File: src/include/flash_pin_pkg.sv
// Constants and types shared by the serial flash pin front end.
// Assumes a single system clock that oversamples the host serial clock.
package flash_pin_pkg;
   // Shape of a serial byte and of the bit counters.
   localparam int BYTE_BITS = 8;
   localparam logic [2:0] RX_LAST_BIT = 3'h7;
   localparam logic [3:0] TX_FULL_BITS = 4'h8;
   localparam logic [3:0] TX_STEP_SINGLE = 4'h1;
   localparam logic [3:0] TX_STEP_DUAL = 4'h2;
   // Values after reset, and the receive buffer depth.
   localparam logic [2:0] SYNC_RESET = 3'h0;
   localparam logic PIN_RESET = 1'h0;
   localparam logic [1:0] BUF_COUNT_RESET = 2'h0;
   localparam logic [1:0] BUF_DEPTH = 2'h2;

   // Select state of the device.
   typedef enum logic [1:0] {
      ST_STANDBY = 2'b01,
      ST_SELECTED = 2'b10
   } sel_state_t;
endpackage

File: src/hdl/flash_spi_front.sv
// Pin front end of a serial flash: select, serial clock, input line and
// the two data lines, with a two-entry receive buffer toward the core.
// Assumes the host serial clock is much slower than clock_i (oversampled).
//
// How it works
// RL1 - Serial clock may idle low or high.
// RL2 - Select released means standby, not power-down.
// RL3 - Operation starts only after select falls.
// RL4 - Input bits sampled on serial clock rise.
// RL5 - Host keeps input stable around rising edge.
// RL6 - Output changes only on serial clock fall.
// RL7 - Dual read drives both lines, two bits.
// RL8 - Input line ignored while deselected.
// RL9 - Output lines released while deselected.
// RL10 - Deselect drops partial bytes, clears counter.
module flash_spi_front (
   // Clock and reset.
   input wire logic clock_i,
   input wire logic rst_i,
   // Host pins.
   input wire logic cs_n_i,
   input wire logic sck_i,
   input wire logic dual_line_low_i,
   output logic dual_line_low_o,
   output logic dual_line_low_oe_o,
   output logic dual_line_high_o,
   output logic dual_line_high_oe_o,
   // Received bytes toward the core.
   output logic [flash_pin_pkg::BYTE_BITS-1:0] rx_data_o,
   output logic rx_first_o,
   output logic rx_valid_o,
   input wire logic rx_ready_i,
   output logic rx_overrun_o,
   // Bytes to send from the core.
   input wire logic [flash_pin_pkg::BYTE_BITS-1:0] tx_data_i,
   input wire logic tx_dual_i,
   input wire logic tx_valid_i,
   output logic tx_ready_o,
   // Select status.
   output logic selected_o
);
   import flash_pin_pkg::*;

   typedef struct packed {
      sel_state_t fsm;
      logic [2:0] cs_s;
      logic [2:0] sck_s;
      logic [2:0] si_s;
      logic cs_f;
      logic sck_f;
      logic si_f;
      logic [7:0] rx_sh;
      logic [2:0] rx_cnt;
      logic rx_first;
      logic overrun;
      logic [1:0][7:0] buf_data;
      logic [1:0] buf_first;
      logic [1:0] buf_cnt;
      logic [7:0] tx_sh;
      logic [3:0] tx_left;
      logic tx_dual;
      logic high_out;
      logic low_out;
      logic high_oe;
      logic low_oe;
   } state_t;

   state_t state_reg;
   state_t state_next;
   logic cs_new;
   logic sck_new;
   logic si_new;
   logic cs_fall;
   logic cs_rise;
   logic sck_rise;
   logic sck_fall;

   // A pin level counts once the second and third stages agree.
   function automatic logic agreed(input logic [2:0] s, input logic held);
      agreed = (s[1] == s[2]) ? s[2] : held;
   endfunction

   // Filtered pin levels and their edges.
   // RL1 - either idle level
   always_comb begin
      cs_new = agreed(state_reg.cs_s, state_reg.cs_f);
      sck_new = agreed(state_reg.sck_s, state_reg.sck_f);
      si_new = agreed(state_reg.si_s, state_reg.si_f);
      cs_fall = state_reg.cs_f && !cs_new;
      cs_rise = !state_reg.cs_f && cs_new;
      sck_rise = !state_reg.sck_f && sck_new;
      sck_fall = state_reg.sck_f && !sck_new;
   end

   // Handshake outputs are combinational; data comes from flip-flops.
   always_comb begin
      rx_valid_o = (state_reg.buf_cnt != BUF_COUNT_RESET);
      rx_data_o = state_reg.buf_data[0];
      rx_first_o = state_reg.buf_first[0];
      tx_ready_o = (state_reg.fsm == ST_SELECTED) && (state_reg.tx_left == 4'h0);
      selected_o = (state_reg.fsm == ST_SELECTED);
      rx_overrun_o = state_reg.overrun;
      dual_line_high_o = state_reg.high_out;
      dual_line_low_o = state_reg.low_out;
      dual_line_high_oe_o = state_reg.high_oe;
      dual_line_low_oe_o = state_reg.low_oe;
   end

   // Next-state logic for synchronisers, select, receive and transmit paths.
   always_comb begin
      logic [7:0] byte_in;
      logic [1:0] cnt;
      byte_in = {state_reg.rx_sh[6:0], si_new};
      cnt = state_reg.buf_cnt;
      state_next = state_reg;
      // Only the second stage reads the first one.
      state_next.cs_s = {state_reg.cs_s[1:0], cs_n_i};
      state_next.sck_s = {state_reg.sck_s[1:0], sck_i};
      state_next.si_s = {state_reg.si_s[1:0], dual_line_low_i};
      state_next.cs_f = cs_new;
      state_next.sck_f = sck_new;
      state_next.si_f = si_new;

      // Buffer pop first, so a push in the same cycle lands behind it.
      if (rx_valid_o && rx_ready_i) begin
         state_next.buf_data[0] = state_reg.buf_data[1];
         state_next.buf_first[0] = state_reg.buf_first[1];
         cnt = cnt - 2'h1;
      end

      unique case (state_reg.fsm)
         ST_STANDBY: begin
            // RL8 - no input shift
            // RL3 - falling select starts
            if (cs_fall) begin
               state_next.fsm = ST_SELECTED;
               state_next.rx_cnt = 3'h0;
               state_next.rx_first = 1'b1;
               state_next.overrun = 1'b0;
            end
         end
         ST_SELECTED: begin
            if (cs_rise) begin
               // RL2 - back to standby
               state_next.fsm = ST_STANDBY;
               // RL10 - drop partial bits
               state_next.rx_cnt = 3'h0;
               state_next.rx_sh = 8'h00;
               state_next.tx_left = 4'h0;
               // RL9 - release output lines
               state_next.high_oe = 1'b0;
               state_next.low_oe = 1'b0;
            end else begin
               // RL4 - sample on rise; the input line is ignored while it drives.
               if (sck_rise && !state_reg.low_oe) begin
                  state_next.rx_sh = byte_in;
                  state_next.rx_cnt = state_reg.rx_cnt + 3'h1;
                  if (state_reg.rx_cnt == RX_LAST_BIT) begin
                     state_next.rx_first = 1'b0;
                     // A third byte with both entries taken is lost and flagged.
                     if (cnt == BUF_DEPTH) begin
                        state_next.overrun = 1'b1;
                     end else begin
                        state_next.buf_data[cnt[0]] = byte_in;
                        state_next.buf_first[cnt[0]] = state_reg.rx_first;
                        cnt = cnt + 2'h1;
                     end
                  end
               end
               // Load a new byte once the previous one is fully shifted out.
               if (tx_valid_i && tx_ready_o) begin
                  state_next.tx_sh = tx_data_i;
                  state_next.tx_left = TX_FULL_BITS;
                  state_next.tx_dual = tx_dual_i;
               end
               // RL6 - drive on fall
               if (sck_fall && state_reg.tx_left != 4'h0) begin
                  state_next.high_out = state_reg.tx_sh[7];
                  state_next.high_oe = 1'b1;
                  if (state_reg.tx_dual) begin
                     // RL7 - two bits per fall
                     state_next.low_out = state_reg.tx_sh[6];
                     state_next.low_oe = 1'b1;
                     state_next.tx_sh = {state_reg.tx_sh[5:0], 2'b00};
                     state_next.tx_left = state_reg.tx_left - TX_STEP_DUAL;
                  end else begin
                     state_next.low_oe = 1'b0;
                     state_next.tx_sh = {state_reg.tx_sh[6:0], 1'b0};
                     state_next.tx_left = state_reg.tx_left - TX_STEP_SINGLE;
                  end
               end
            end
         end
      endcase
      state_next.buf_cnt = cnt;
   end

   // Single register for all state; select filter resets low so a select
   // held low through reset must first rise before an operation may start.
   always_ff @(posedge clock_i) begin
      if (rst_i) begin
         state_reg <= '0;
         state_reg.fsm <= ST_STANDBY;
         state_reg.cs_s <= SYNC_RESET;
         state_reg.cs_f <= PIN_RESET;
         state_reg.buf_cnt <= BUF_COUNT_RESET;
      end else begin
         state_reg <= state_next;
      end
   end

   // RL9 - no drive when deselected
   AST_DESELECT_HIZ: assert property (@(posedge clock_i) disable iff (rst_i) // RL9
      (state_reg.fsm == ST_STANDBY) |-> !dual_line_high_oe_o && !dual_line_low_oe_o)
      else $error("Output driven while deselected.");

   // RL3 - selection follows a falling edge
   AST_SELECT_NEEDS_FALL: assert property (@(posedge clock_i) disable iff (rst_i) // RL3
      $rose(selected_o) |-> $past(state_reg.cs_f) && !state_reg.cs_f)
      else $error("Selected without a select falling edge.");

   // RL2 - standby one cycle after release
   AST_STANDBY_ON_RELEASE: assert property (@(posedge clock_i) disable iff (rst_i) // RL2
      (selected_o && cs_rise) |=> !selected_o && state_reg.fsm == ST_STANDBY)
      else $error("Select release did not return to standby.");

   // RL4 - every rise while selected shifts in a receive bit unless select is released in that cycle or the input line is being driven
   AST_SAMPLE_ON_RISE: assert property (@(posedge clock_i) disable iff (rst_i) // RL4
      (selected_o && !cs_rise && sck_rise && !dual_line_low_oe_o)
      |=> state_reg.rx_sh[0] == $past(si_new) && state_reg.rx_cnt == $past(state_reg.rx_cnt) + 3'h1)
      else $error("Input bit not taken on serial clock rise.");

   // RL6 - output moves only on falls
   AST_OUT_ON_FALL: assert property (@(posedge clock_i) disable iff (rst_i) // RL6
      $changed(dual_line_high_o) |-> $past(sck_fall))
      else $error("Output line changed without a falling edge.");

   // RL7 - dual drive implies both lines
   AST_DUAL_BOTH_LINES: assert property (@(posedge clock_i) disable iff (rst_i) // RL7
      dual_line_low_oe_o |-> dual_line_high_oe_o && $past(state_reg.tx_dual))
      else $error("Dual drive without the second line.");

   // RL8 - input ignored while deselected
   AST_IGNORE_WHEN_IDLE: assert property (@(posedge clock_i) disable iff (rst_i) // RL8
      (state_reg.fsm == ST_STANDBY) ##1 (state_reg.fsm == ST_STANDBY)
      |-> $stable(state_reg.rx_cnt) && $stable(state_reg.rx_sh))
      else $error("Input accepted while deselected.");

   // RL10 - counter cleared on release
   AST_COUNT_CLEARED: assert property (@(posedge clock_i) disable iff (rst_i) // RL10
      (selected_o && cs_rise) |=> (state_reg.rx_cnt == 3'h0 && state_reg.tx_left == 4'h0) [*2])
      else $error("Bit counter not cleared on deselect.");

   // RL1 - a fall moves no receive bit
   AST_FALL_KEEPS_COUNT: assert property (@(posedge clock_i) disable iff (rst_i) // RL1
      (sck_fall && !sck_rise) |=> $stable(state_reg.rx_cnt) || !selected_o)
      else $error("Receive counter moved on a falling edge.");
endmodule

File: config.mk
export PLATFORM = sky130hd
export DESIGN_NAME = flash_spi_front
export DESIGN_NICKNAME = d
export VERILOG_FILES = /design/src/include/flash_pin_pkg.sv /design/src/hdl/flash_spi_front.sv
export SDC_FILE = /design/constraint.sdc
export NUM_CORES = 1
export LEC_CHECK = 0
export ABC_CLOCK_PERIOD_IN_PS = 3700
export BUFFER_PORTS_ARGS = -buffer_cell sky130_fd_sc_hd__buf_4
export CORE_UTILIZATION = 31
export DETAILED_ROUTE_END_ITERATION = 8
export GPL_ROUTABILITY_DRIVEN = 1
export PLACE_DENSITY = 0.5
export RECOVER_POWER = 25
export SLEW_MARGIN = 5
export SYNTH_ARGS = -nofsm -noshare
export SYNTH_HDL_FRONTEND = slang
export SYNTH_SLANG_ARGS = --single-unit
File: constraint.sdc
create_clock -name clock_i -period 3.7 [get_ports clock_i]
set_input_delay 0.74 -clock clock_i [delete_from_list [all_inputs] [get_ports clock_i]]
set_output_delay 0.74 -clock clock_i [all_outputs]
set_load 0.01 [all_outputs]
==> flow_metrics.tcl <==
set metrics [dict create \
    finalPower_mw 1.473 \
    finalSetupViolations 0 \
    peakVddDrop_v 0.0001755 \
    reg2regPathDepth 9 \
    cp.arrival_ns 1.89 \
    antenna_found_initial 0 \
    grt_max_degree 41 \
    cts_sinks 63 \
    syn_avg_cell_area_sq_um 9.523 \
    cts_setup_buffers 0 \
    die_area_sq_mm 0.009635 \
    mostFrequentLayoutCells "dfxtp_1 (63), nand2_1 (36), buf_4 (26), mux2i_1 (22)" \
    drive_gt1_frac 0.2080 \
    fin_area_sq_mm 0.003313 \
    layout_commonest_cell "dfxtp_1" \
    firstDrtPassIters 6 \
    p_leak_nw 1.211 \
    rows 34 \
    ys_seq_area_frac 0.4400 \
    synth_async_sr_flop_share 0 \
    fin_setup_tns_ns 0 \
    finalClockSkew_ns 0.01300 \
    crit_slowest_cell "or3b_1" \
    grt_pass1_vias 2008 \
    ctsHoldBuffers 0 \
    utilization 0.3744 \
    cts_max_path_buffers 2 \
    start_kind "register" \
    fin_crit_ns 2.630 \
    finalMaxSlewViolations 0 \
    hold_violations 0 \
    fin_nets 345 \
    tightest_slew_ns 0.8615 \
    min_period_over_period 0.7108 \
    synth_ff_type "dfxtp_1" \
    cp_data_required_time_ns 2.96 \
    ys_types 48 \
    power.density_mw_per_mm2 444.6 \
    multi_input_area_sq_mm 0.001420 \
    syn2layout_area_growth_pct 15.58 \
    max_freq_mhz 380.2 \
    fillCellCount 924 \
    crit_start "state_reg[6]$_SDFFE_PP0P_" \
    crit_family "simple AND/OR/NAND/NOR gates" \
    fp.dieH_um 98.16 \
    grt_pass1_wl_mm 9.673 \
    r2r_setup_slack_ns 1.31 \
    synth_fp_nets 324 \
    cp_max_fo 7 \
    drv_cap 0 \
    regArea_sq_mm 0.001261 \
    route.detailed.drc 0 \
    netlist_instances 301 \
    post_dp_cell_area_sq_mm 0.003120 \
    grt_overflow 0 \
    cp-endpoint "tx_ready_o" \
    cts-resized-gates 0 \
    worstSetupEndpointType "primary output" \
    first_iter_violations 158 \
    r2r_end "rx_data_o[0]$_SDFF_PP0_" \
    crit_chain "inv_1 > ha_1 > or3b_1 > nor2_1 > buf_4" \
    ys_seq_elements 63 \
    io_pins 33 \
    synthesis.area_sq_mm 0.002866 \
    cp.depth 5 \
    vias 2172 \
    wl_mm 5.840 \
    yosysWarnings 0 \
    crit_type "reg2out" \
    synth_edf_count 0 \
    status "finished clean" \
    critPathMaxStageDelay_ns 0.50 \
    cts_tree "built" \
    clk_latency_ns 0.35 \
    relSlewSlack 0.4235 \
    min_path_type "reg2reg" \
    diodes 0 \
    initial_utilization 0.3240 \
    ant_nets 0 \
    cts-root-buf "clkbuf_8" \
    gr-usage-all-layers 0.1288 \
    worst_setup_hold_path_clk_slew_ns 0.07 \
    rsz0062_at_grt "false" \
    regToRegStartpoint "state_reg[17]$_SDFF_PP0_" \
    die_w_um 98.16 \
    critPathBufInv 2 \
    cts_max_level 3 \
    wire_per_inst_um 13.43 \
    place.gp.congestion 0.7743 \
    hpwlAfterDp_mm 3.963 \
    cts_buffers 9 \
    via_per_inst 4.993 \
    coreArea_sq_mm 0.008848 \
    io_buffers 32 \
]
[area by class of cell]
type / instances / area share
Inverter: 11 / 0.01246
Timing Repair Buffer: 35 / 0.06911
Clock inverter: 7 / 0.03097
Tap cell: 108 / 0.04079
Clock buffer: 9 / 0.03739
Sequential cell: 63 / 0.3807
Multi-Input combinational cell: 202 / 0.4286
[Yosys cell counts, types with 7 or more instances]
cell type  number  area share
nand2_1        36       0.047
dfxtp_1        63        0.44
a21oi_1        19       0.033
a22oi_1         9       0.024
buf_4          10       0.026
ha_1            7       0.031
nor3_1          9       0.016
nor2_1         19       0.025
inv_1          10       0.013
mux2_2         15       0.059
nor2b_1         9       0.020
clkbuf_1        8       0.010
mux2i_1        22       0.077
[per-stage QoR]
stage	worst slack (ns)	cells	hold WS, ns
2_1_floorplan	1.644	301	0.4138
3_3_place_gp	1.206	419	0.4182
3_5_place_dp	1.114	419	0.4253
4_1_cts	1.053	435	0.4427
5_1_grt	1.000	435	0.4647
6_report	1.070	435	0.4382
[worst register-to-register path, delay by kind of cell (launching register included)]
kind                       cells  cell delay (ns)
xor gates and xnor gates       1             0.38
and+or+nand+nor                2             0.58
muxes                          1             0.20
buffers and inverters          3             0.38
adders and majority gates      2             0.43
DFF                            1             0.35
[worst min-delay path by stage]
stage | startpoint | to | slack (ns) | depth (start not counted)
2_1_floorplan | state_next[54]$_SDFF_PP0_ | state_next[55]$_SDFF_PP0_ | 0.41 | 1
3_3_place_gp | state_next[57]$_SDFF_PP0_ | state_next[58]$_SDFF_PP0_ | 0.42 | 1
3_5_place_dp | state_next[57]$_SDFF_PP0_ | state_next[58]$_SDFF_PP0_ | 0.43 | 1
4_1_cts | state_next[57]$_SDFF_PP0_ | state_next[58]$_SDFF_PP0_ | 0.44 | 1
5_1_grt | state_next[60]$_SDFF_PP0_ | state_next[61]$_SDFF_PP0_ | 0.46 | 1
6_report | state_next[57]$_SDFF_PP0_ | state_next[58]$_SDFF_PP0_ | 0.44 | 1
[power by group]
part | switching [mW] | internal [mW] | leakage, nW
combinational | 0.0523 | 0.0387 | 0.585
sequential | 0.00579 | 0.689 | 0.509
clock | 0.298 | 0.389 | 0.116
total | 0.356 | 1.12 | 1.21
[cells by family after synthesis]
| group | Yosys count | synth area share |
|---|---|---|
| AOI/OAI and AO/OA | 53 | 0.1327 |
| xor gates and xnor gates | 2 | 0.006112 |
| adders and majority gates | 8 | 0.03405 |
| buffers and inverters | 36 | 0.06460 |
| DFF | 63 | 0.4400 |
| muxes | 37 | 0.1357 |
| and+or+nand+nor | 102 | 0.1868 |
[routing by layer]
metal | GRT usage | vias up | part of all wire
met4 | 0.05166 | 0 | 0.016
li1 | - | 1108 | -
met3 | 0.04510 | 11 | 0.046
met5 | 0 | - | 0
met1 | 0.1726 | 1014 | 0.52
met2 | 0.1885 | 39 | 0.42
(Power assumes the default switching activity.)
